==> src/logic/dbg_link_pkg.sv <==
package dbg_link_pkg;
	localparam logic [3:0] ADDR_STATUS_REV = 4'h0;
	localparam logic [3:0] ADDR_ERR_STATUS = 4'h1;
	localparam logic [3:0] ADDR_CTRL_A = 4'h2;
	localparam logic [3:0] ADDR_CTRL_B = 4'h3;
	localparam logic [3:0] ADDR_KEY_STATUS = 4'h7;
	localparam logic [3:0] ADDR_RST_REQ = 4'h8;
	localparam logic [3:0] ADDR_CLK_SEL = 4'h9;
	localparam logic [3:0] ADDR_SYS_CTRL = 4'ha;
	localparam logic [3:0] ADDR_SYS_STATUS = 4'hb;
	localparam logic [3:0] ADDR_CRC_STATUS = 4'hc;
	// revision value is arbitrary
	localparam logic [3:0] LINK_REVISION = 4'h1;
	localparam int REV_LSB = 4;
	localparam int CA_INTER_BYTE_DELAY_EN = 7;
	localparam int CA_PARITY_CHECK_OFF = 5;
	localparam int CA_DTD = 4;
	localparam int CA_RSD = 3;
	localparam int CB_NACK = 4;
	localparam int CB_CCDET = 3;
	localparam int CB_DIS = 2;
	localparam int KS_UROW = 5;
	localparam int KS_PROG = 4;
	localparam int KS_ERASE = 3;
	localparam int SC_UROW_DONE = 1;
	localparam int SC_SYS_CLOCK_REQUEST = 0;
	localparam int SS_RST = 5;
	localparam int SS_SLEEP = 4;
	localparam int SS_PROG = 3;
	localparam int SS_UROW = 2;
	localparam int SS_LOCK = 0;
	localparam logic [7:0] CTRL_A_RESET = 8'h00;
	localparam logic [7:0] CTRL_B_RESET = 8'h00;
	localparam logic [7:0] RST_REQ_RESET = 8'h00;
	localparam logic [1:0] CLK_SEL_RESET = 2'h3;
	localparam logic [7:0] RST_CODE_RUN = 8'h00;
	localparam logic [7:0] RST_CODE_RESET = 8'h59;
	localparam logic [2:0] ERR_NONE = 3'h0;
	localparam logic [2:0] ERR_PARITY = 3'h1;
	localparam logic [2:0] ERR_FRAME = 3'h2;
	localparam logic [2:0] ERR_TIMEOUT = 3'h3;
	localparam logic [2:0] ERR_CLOCK = 3'h4;
	localparam logic [2:0] ERR_BUS = 3'h6;
	localparam logic [2:0] ERR_CONTENTION = 3'h7;
	localparam logic [2:0] GUARD_RESERVED = 3'h7;
	localparam logic [7:0] GUARD_MAX_CYCLES = 8'h80;
	localparam logic [16:0] TIMEOUT_CYCLES = 17'h10000;
	localparam logic [1:0] IBD_IDLE_BITS = 2'h2;
	localparam logic [2:0] CRC_OFF = 3'h0;
	localparam logic [2:0] CRC_BUSY = 3'h1;
	localparam logic [2:0] CRC_PASS = 3'h2;
	localparam logic [2:0] CRC_FAIL = 3'h4;

	typedef struct packed {
		logic wr;
		logic rd;
		logic [3:0] addr;
		logic [7:0] wdata;
	} reg_req_t;

	typedef struct packed {
		logic parity_err;
		logic frame_err;
		logic clock_err;
		logic bus_err;
		logic contention_err;
		logic key_urow;
		logic key_prog;
		logic key_erase;
		logic prog_start;
		logic urow_started;
		logic urow_finished;
		logic erase_reset;
	} link_evt_t;

	typedef struct packed {
		logic sys_in_reset;
		logic sys_in_sleep;
		logic locked;
		logic crc_busy;
		logic crc_done;
		logic crc_ok;
		logic crc_enabled;
	} sys_stat_t;

	typedef struct packed {
		logic inter_byte_delay_en;
		logic parity_check_off;
		logic timeout_check_off;
		logic response_sig_off;
		logic neg_ack_off;
		logic contention_check_off;
		logic [7:0] guard_cycles;
		logic [1:0] idle_gap_bits;
		logic [1:0] link_clock_sel;
	} link_cfg_t;
endpackage

==> src/logic/dbg_link_regs.sv <==
// Contract
// - registers reachable only via link instructions
// - upper nibble of status holds link revision
// - errors load three-bit code, read clears
// - inter-byte delay adds two idle bits
// - parity-off ignores parity, no parity errors
// - access timeout after 65536 link cycles
// - response-off suppresses response signatures
// - guard time 128 halving to 2 cycles
// - neg-ack-off suppresses nack on system reset
// - contention check runs unless bit set
// - link disable drops clock request, resets link
// - prog key flag set, cleared on start
// - erase flag set on key, cleared on reset
// - 0x59 holds reset until any other code written
// - two-bit clock select, default 4 MHz
// - user-row done writable only after key
// - clock request keeps system clock running
// - reset-active bit sticky, cleared on read
// - in-sleep bit mirrors system sleep state
// - status shows when programming may start
// - lock bit reset one, follows lock state
// - one-hot crc status field
`timescale 1ns/100ps
`default_nettype none
module dbg_link_regs (
	// clock and reset
	input wire logic i_clk_sys,
	input wire logic i_rst,
	// link-side register access, debug instructions only
	input wire dbg_link_pkg::reg_req_t i_req,
	output var logic [7:0] o_rdata,
	// link-layer events and system status
	input wire dbg_link_pkg::link_evt_t i_evt,
	input wire logic i_access_pending,
	input wire logic i_access_done,
	input wire logic i_sys_reset_nack_evt,
	input wire dbg_link_pkg::sys_stat_t i_sys,
	// configuration and control to link and system
	output var dbg_link_pkg::link_cfg_t o_cfg,
	output var logic o_link_reset,
	output var logic o_timeout_err,
	output var logic o_send_nack,
	output var logic o_sys_reset_req,
	output var logic o_sys_clock_request,
	output var logic o_user_row_done,
	output var logic o_mem_prog_ok,
	output var logic o_user_row_prog_ok
);
	import dbg_link_pkg::*;

	logic [2:0] error_code_reg, error_code_next;
	logic [7:0] ctrl_a_reg, ctrl_a_next;
	logic [7:0] ctrl_b_reg, ctrl_b_next;
	logic [2:0] key_reg, key_next;
	logic [7:0] rst_req_reg, rst_req_next;
	logic [1:0] clk_sel_reg, clk_sel_next;
	logic sys_clock_request_reg, sys_clock_request_next;
	logic urow_done_reg, urow_done_next;
	logic rst_active_reg, rst_active_next;
	logic prog_ok_reg, prog_ok_next;
	logic urow_ok_reg, urow_ok_next;
	logic lock_reg, lock_next;
	logic [16:0] tmo_cnt_reg, tmo_cnt_next;
	logic tmo_err_reg, tmo_err_next;
	logic nack_reg, nack_next;
	logic link_rst_reg, link_rst_next;
	logic [7:0] rdata_reg, rdata_next;
	logic sys_rst_reg, sys_rst_next;
	link_cfg_t cfg_reg, cfg_next;
	logic [2:0] crc_code;
	logic [7:0] guard_cycles;
	logic wr_a, wr_b, wr_k, wr_r, wr_c, wr_s, disable_wr;

	always_comb begin
		wr_a = i_req.wr && (i_req.addr == ADDR_CTRL_A);
		wr_b = i_req.wr && (i_req.addr == ADDR_CTRL_B);
		wr_k = i_req.wr && (i_req.addr == ADDR_KEY_STATUS);
		wr_r = i_req.wr && (i_req.addr == ADDR_RST_REQ);
		wr_c = i_req.wr && (i_req.addr == ADDR_CLK_SEL);
		wr_s = i_req.wr && (i_req.addr == ADDR_SYS_CTRL);
		disable_wr = wr_b && i_req.wdata[CB_DIS];
	end

	always_comb begin
		// one-hot status; reserved combos never produced
		if (!i_sys.crc_enabled) begin
			crc_code = CRC_OFF;
		end else if (i_sys.crc_busy || !i_sys.crc_done) begin
			crc_code = CRC_BUSY;
		end else if (i_sys.crc_ok) begin
			crc_code = CRC_PASS;
		end else begin
			crc_code = CRC_FAIL;
		end
		// reserved code falls back to the slowest guard to stay safe
		if (ctrl_a_reg[2:0] == GUARD_RESERVED) begin
			guard_cycles = GUARD_MAX_CYCLES;
		end else begin
			guard_cycles = GUARD_MAX_CYCLES >> ctrl_a_reg[2:0];
		end
	end

	always_comb begin
		error_code_next = error_code_reg;
		ctrl_a_next = ctrl_a_reg;
		ctrl_b_next = ctrl_b_reg;
		key_next = key_reg;
		rst_req_next = rst_req_reg;
		clk_sel_next = clk_sel_reg;
		sys_clock_request_next = sys_clock_request_reg;
		urow_done_next = 1'b0;
		rst_active_next = rst_active_reg;
		prog_ok_next = prog_ok_reg;
		urow_ok_next = urow_ok_reg;
		lock_next = i_sys.locked;
		tmo_cnt_next = tmo_cnt_reg;
		tmo_err_next = 1'b0;
		nack_next = 1'b0;
		link_rst_next = 1'b0;
		rdata_next = rdata_reg;
		// read side effects first so a same-cycle event wins
		if (i_req.rd && i_req.addr == ADDR_ERR_STATUS) begin
			error_code_next = ERR_NONE;
		end
		if (i_req.rd && i_req.addr == ADDR_SYS_STATUS) begin
			rst_active_next = 1'b0;
		end
		if (i_sys.sys_in_reset || sys_rst_reg) begin
			rst_active_next = 1'b1;
		end
		// access layer watchdog counted in system-clock (i_clk_sys) ticks
		if (!i_access_pending || i_access_done || ctrl_a_reg[CA_DTD]) begin
			tmo_cnt_next = '0;
		end else if (tmo_cnt_reg == TIMEOUT_CYCLES - 17'h1) begin
			tmo_cnt_next = '0;
			tmo_err_next = 1'b1;
		end else begin
			tmo_cnt_next = tmo_cnt_reg + 17'h1;
		end
		if (i_evt.parity_err && !ctrl_a_reg[CA_PARITY_CHECK_OFF]) begin
			error_code_next = ERR_PARITY;
		end
		if (i_evt.frame_err) begin
			error_code_next = ERR_FRAME;
		end
		if (tmo_err_next) begin
			error_code_next = ERR_TIMEOUT;
		end
		if (i_evt.clock_err) begin
			error_code_next = ERR_CLOCK;
		end
		if (i_evt.bus_err) begin
			error_code_next = ERR_BUS;
		end
		if (i_evt.contention_err && !ctrl_b_reg[CB_CCDET]) begin
			error_code_next = ERR_CONTENTION;
		end
		// gate on the published config so the nack follows what the link sees
		if (i_sys_reset_nack_evt && !cfg_reg.neg_ack_off) begin
			nack_next = 1'b1;
		end
		if (wr_a) begin
			ctrl_a_next = i_req.wdata & 8'hbf;
		end
		if (wr_b) begin
			ctrl_b_next = i_req.wdata & 8'h18;
		end
		if (wr_c) begin
			clk_sel_next = i_req.wdata[1:0];
		end
		if (wr_r) begin
			rst_req_next = i_req.wdata;
		end
		if (wr_s) begin
			sys_clock_request_next = i_req.wdata[SC_SYS_CLOCK_REQUEST];
			if (key_reg[2]) begin
				urow_done_next = i_req.wdata[SC_UROW_DONE];
			end
		end
		// debugger write to the user-row flag closes the session
		if (wr_k && i_req.wdata[KS_UROW]) begin
			key_next[2] = 1'b0;
			urow_ok_next = 1'b0;
		end
		if (i_evt.prog_start) begin
			key_next[1] = 1'b0;
			prog_ok_next = 1'b1;
		end
		if (i_evt.urow_started) begin
			urow_ok_next = 1'b1;
		end
		if (i_evt.urow_finished) begin
			urow_ok_next = 1'b0;
		end
		if (i_evt.erase_reset) begin
			key_next[0] = 1'b0;
		end
		// requesting reset (0x59) once the prog key is cleared ends the session
		if (wr_r && i_req.wdata == RST_CODE_RESET && !key_reg[1]) begin
			prog_ok_next = 1'b0;
		end
		if (i_evt.key_urow) begin
			key_next[2] = 1'b1;
		end
		if (i_evt.key_prog) begin
			key_next[1] = 1'b1;
		end
		if (i_evt.key_erase) begin
			key_next[0] = 1'b1;
		end
		// disable wipes link config and keys, system reset request untouched
		if (disable_wr) begin
			ctrl_a_next = CTRL_A_RESET;
			ctrl_b_next = CTRL_B_RESET;
			clk_sel_next = CLK_SEL_RESET;
			key_next = '0;
			sys_clock_request_next = 1'b0;
			error_code_next = ERR_NONE;
			link_rst_next = 1'b1;
		end
		case (i_req.addr)
			ADDR_STATUS_REV: rdata_next = {LINK_REVISION, 4'h0};
			ADDR_ERR_STATUS: rdata_next = {5'h00, error_code_reg};
			ADDR_CTRL_A: rdata_next = ctrl_a_reg;
			ADDR_CTRL_B: rdata_next = ctrl_b_reg;
			ADDR_KEY_STATUS: rdata_next = {2'h0, key_reg, 3'h0};
			ADDR_RST_REQ: rdata_next = rst_req_reg;
			ADDR_CLK_SEL: rdata_next = {6'h00, clk_sel_reg};
			ADDR_SYS_CTRL: rdata_next = {7'h00, sys_clock_request_reg};
			ADDR_SYS_STATUS: rdata_next = {2'h0, rst_active_reg, i_sys.sys_in_sleep,
				prog_ok_reg, urow_ok_reg, 1'b0, lock_reg};
			ADDR_CRC_STATUS: rdata_next = {5'h00, crc_code};
			default: rdata_next = 8'h00;
		endcase
		// only 0x59 asserts reset; other codes release it
		sys_rst_next = (rst_req_next == RST_CODE_RESET);
		cfg_next.inter_byte_delay_en = ctrl_a_reg[CA_INTER_BYTE_DELAY_EN];
		cfg_next.idle_gap_bits = ctrl_a_reg[CA_INTER_BYTE_DELAY_EN] ? IBD_IDLE_BITS : 2'h0;
		cfg_next.parity_check_off = ctrl_a_reg[CA_PARITY_CHECK_OFF];
		cfg_next.timeout_check_off = ctrl_a_reg[CA_DTD];
		cfg_next.response_sig_off = ctrl_a_reg[CA_RSD];
		cfg_next.guard_cycles = guard_cycles;
		cfg_next.neg_ack_off = ctrl_b_reg[CB_NACK];
		cfg_next.contention_check_off = ctrl_b_reg[CB_CCDET];
		cfg_next.link_clock_sel = clk_sel_reg;
	end

	// system reset of the chip does not reach here; i_rst is link-side only
	always_ff @(posedge i_clk_sys) begin
		if (i_rst) begin
			error_code_reg <= ERR_NONE;
			ctrl_a_reg <= CTRL_A_RESET;
			ctrl_b_reg <= CTRL_B_RESET;
			key_reg <= 3'h0;
			rst_req_reg <= RST_REQ_RESET;
			clk_sel_reg <= CLK_SEL_RESET;
			sys_clock_request_reg <= 1'b1;
			urow_done_reg <= 1'b0;
			rst_active_reg <= 1'b0;
			prog_ok_reg <= 1'b0;
			urow_ok_reg <= 1'b0;
			lock_reg <= 1'b1;
			tmo_cnt_reg <= '0;
			tmo_err_reg <= 1'b0;
			nack_reg <= 1'b0;
			link_rst_reg <= 1'b0;
			rdata_reg <= 8'h00;
			sys_rst_reg <= 1'b0;
			cfg_reg <= '0;
		end else begin
			error_code_reg <= error_code_next;
			ctrl_a_reg <= ctrl_a_next;
			ctrl_b_reg <= ctrl_b_next;
			key_reg <= key_next;
			rst_req_reg <= rst_req_next;
			clk_sel_reg <= clk_sel_next;
			sys_clock_request_reg <= sys_clock_request_next;
			urow_done_reg <= urow_done_next;
			rst_active_reg <= rst_active_next;
			prog_ok_reg <= prog_ok_next;
			urow_ok_reg <= urow_ok_next;
			lock_reg <= lock_next;
			tmo_cnt_reg <= tmo_cnt_next;
			tmo_err_reg <= tmo_err_next;
			nack_reg <= nack_next;
			link_rst_reg <= link_rst_next;
			rdata_reg <= rdata_next;
			sys_rst_reg <= sys_rst_next;
			cfg_reg <= cfg_next;
		end
	end

	assign o_rdata = rdata_reg;
	assign o_cfg = cfg_reg;
	assign o_link_reset = link_rst_reg;
	assign o_timeout_err = tmo_err_reg;
	assign o_send_nack = nack_reg;
	assign o_sys_reset_req = sys_rst_reg;
	assign o_sys_clock_request = sys_clock_request_reg;
	assign o_user_row_done = urow_done_reg;
	assign o_mem_prog_ok = prog_ok_reg;
	assign o_user_row_prog_ok = urow_ok_reg;
endmodule
`default_nettype wire
==> config.mk <==
export PLATFORM = sky130hd
export DESIGN_NAME = dbg_link_regs
export DESIGN_NICKNAME = d
export VERILOG_FILES = /design/src/logic/dbg_link_pkg.sv /design/src/logic/dbg_link_regs.sv
export SDC_FILE = /design/constraint.sdc
export NUM_CORES = 1
export LEC_CHECK = 0
export BUFFER_PORTS_ARGS = -buffer_cell sky130_fd_sc_hd__buf_2
export CAP_MARGIN = 20
export CORE_MARGIN = 2
export CORE_UTILIZATION = 60
export CTS_BUF_LIST = sky130_fd_sc_hd__clkbuf_8
export CTS_CLUSTER_DIAMETER = 60
export DETAILED_ROUTE_END_ITERATION = 8
export PLACE_DENSITY_LB_ADDON = 0.15
export SKIP_LAST_GASP = 1
export SYNTH_ARGS = -nofsm -noshare
export SYNTH_HDL_FRONTEND = slang
export SYNTH_SLANG_ARGS = --single-unit
==> constraint.sdc <==
create_clock -name i_clk_sys -period 4.6 [get_ports i_clk_sys]
set_clock_uncertainty 0.2 [all_clocks]
set_input_delay 0 -clock i_clk_sys [delete_from_list [all_inputs] [get_ports i_clk_sys]]
set_output_delay 0 -clock i_clk_sys [all_outputs]
set_load 0.01 [all_outputs]
==> impl_metrics.tcl <==
set metrics [dict create \
    rsz0062_at_grt "false" \
    period_minus_slack_ps 3584 \
    start_util_pct 62.27 \
    path_max_fanout 7 \
    dr.pass1.iters 4 \
    fmax_mhz 279.0 \
    p_leak_nw 1.851 \
    cts_root_buf "clkbuf_8" \
    io_pins 72 \
    syn_area_um2 3181 \
    die_y_um 76.81 \
    clk_latency_ps 350 \
    cts_made_buffers 9 \
    grt_use_total_pct 29.57 \
    cap_violations 0 \
    worstPathRequired_ps 4690 \
    final_util_pct 82.46 \
    multi_input_area_um2 1526 \
    place_inst 464 \
    finalSetupViolCount 0 \
    routedWlPerCell_um 16.00 \
    post_cts_buffers 0 \
    dpl.hpwl_um 5069 \
    synth_area_per_cell_um2 9.382 \
    ant_nets 0 \
    cp-end-kind "flop" \
    critical_path.max_stage_delay_ps 600 \
    final_area_um2 4212 \
    grt_max_degree 32 \
    first_global_vias 2953 \
    synth_top_area_cell "dfxtp_1" \
    grt_pass1_wl_um 13750 \
    diodes 0 \
    yosysWarnings 0 \
    slowest_stage "dlygate4sd3_1" \
    async_reset_ff_share_pct 0 \
    synth_edf_count 0 \
    ys_seq_elements 76 \
    maxSlewHeadroom_pct 48.17 \
    area_growth_pct 32.42 \
    finalCritPeriodShare_pct 77.91 \
    numClockSinks 76 \
    gp_congestion 0.8608 \
    seq_area_frac_synth_pct 47.84 \
    finalNonFillerCells 527 \
    viasPerCell 5.560 \
    setup.worst_path.start_class "flop" \
    dieArea_um2 5899 \
    synthFlopType "dfxtp_1" \
    ir_drop_mv 0.2573 \
    synth_cell_type_count 55 \
    yosysTopAreaCellShare_pct 47.84 \
    clockBufferDepth 2 \
    synth_area_leaders "dfxtp_1 (48%), mux2i_1 (6.6%), nor2_1 (6.5%)" \
    crit_chain "ha_1, nand3_1, nor3_1, and3_1, ha_1, and4bb_2, nor2_1, nand3_1, dlygate4sd3_1, a211oi_1, dlygate4sd3_1" \
    fin_ws_ps 1016 \
    cts_max_level 3 \
    status "finished clean" \
    syn_inst 339 \
    largest_reg_flops 17 \
    hold_violations 0 \
    pre_cts_ws_ps 1918 \
    drive_gt1_share_pct 22.10 \
    tns_ps 0 \
    first_iter_violations 176 \
    path_clk_slew_ps 80 \
    fillers 324 \
    die_w_um 76.81 \
    slew_viol_final 0 \
    hold_path.class "primary input to flop" \
    worst_pin_slew_ps 775.9 \
    p_per_area_nw_per_um2 323.9 \
    drcViolationCount 0 \
    critPathKind "flop to flop" \
    port_buffers 70 \
    synth_commonest_cells "dfxtp_1 (76), nor2_1 (55), mux2i_1 (21)" \
    yosysMostFrequentCell "dfxtp_1" \
    antenna_found_initial 0 \
    grt_overflow 0 \
    coreArea_um2 5107 \
    arrival_ps 3670 \
    finalWirelength_um 8430 \
    num_rows 26 \
    finalNetCount 492 \
    seq_area_um2 1521 \
    num_vias 2930 \
    postPlaceCellArea_um2 3523 \
    tritoncts "done" \
]
[area by class of cell]
class	count	area share, %
Multi-Input combinational cell	238	36.24
Timing Repair Buffer	117	19.49
Sequential cell	76	36.13
Clock buffer	10	3.268
Tap cell	70	2.080
Inverter	10	0.8913
Clock inverter	6	1.901
[per-layer routing]
metal	routed length (um)	vias up	track usage, %
met3	462	29	5.412
met5	0	-	0
met1	3548	1363	35.69
met2	4141	126	49.91
li1	-	1412	-
met4	278	0	15.82
[power breakdown]
group / switching, mW / internal (mW)
sequential: 0.00913 / 0.671
combinational: 0.0643 / 0.0636
clock: 0.241 / 0.316
total: 0.315 / 1.05
[cell families (layout without fill, tap and decap cells)]
kind of cell	count (synthesis)	in the layout	synth area share, %
buffers and inverters	26	143	4.288
AO/OA/AOI/OAI	43	43	9.363
adder cells (fa/ha/maj)	2	2	0.7867
other	1	2	0.1179
AND/OR/NAND/NOR	158	158	27.62
XOR/XNOR	11	11	3.029
flip-flops	76	76	47.84
multiplexers	22	22	6.963
[per-stage QoR]
step                hold slack [ps]  power [mW]
CTS                           8.190       1.362
detailed placement           -34.60      0.7876
floorplan                    -123.2      0.7499
finish                        24.17       1.364
global route                  50.16       1.406
global placement             -36.34      0.7858
[worst max-delay path: cells and delay by family, from the launching register on]
family | cells | cell delay (ps)
simple gates | 6 | 1220
flops | 1 | 340
fa+ha+maj | 2 | 430
compound gates | 1 | 180
buf+inv | 2 | 1170
[layout by cell type, fill, tap and decap left out, types with 3 or more instances in the layout]
cell / count
dfxtp_1: 76
buf_2: 70
nor2_1: 55
dlygate4sd3_1: 47
mux2i_1: 21
nand3_1: 15
nor2b_1: 14
a21oi_1: 13
nor3_1: 12
inv_1: 12
nand2_1: 10
xnor2_1: 10
clkbuf_8: 10
nor4_1: 6
nand4_1: 5
nor3b_1: 5
o21ai_0: 5
a22o_1: 5
and3_1: 4
a211oi_1: 3
and2b_2: 3
nor4b_1: 3
or3_1: 3
nand2b_1: 3
a32oi_1: 3
[timing repair]
action                                  CTS  global route
resized for setup                         0             0
endpoints found under the setup margin    0             0
hold endpoints to repair                 51             0
hold buffers                             47             0
[worst paths after layout]
path	depth (start not counted)	slack [ps]	from	endpoint
max	11	1020	tmo_cnt_reg[0]	error_code_reg[0]
min	4	20	i_req[11]	o_rdata[4]
max reg2reg	11	1020	tmo_cnt_reg[0]	error_code_reg[0]
min reg2reg	1	250	o_cfg[13]	o_send_nack
No activity file was read; power rests on OpenSTA's default activity.
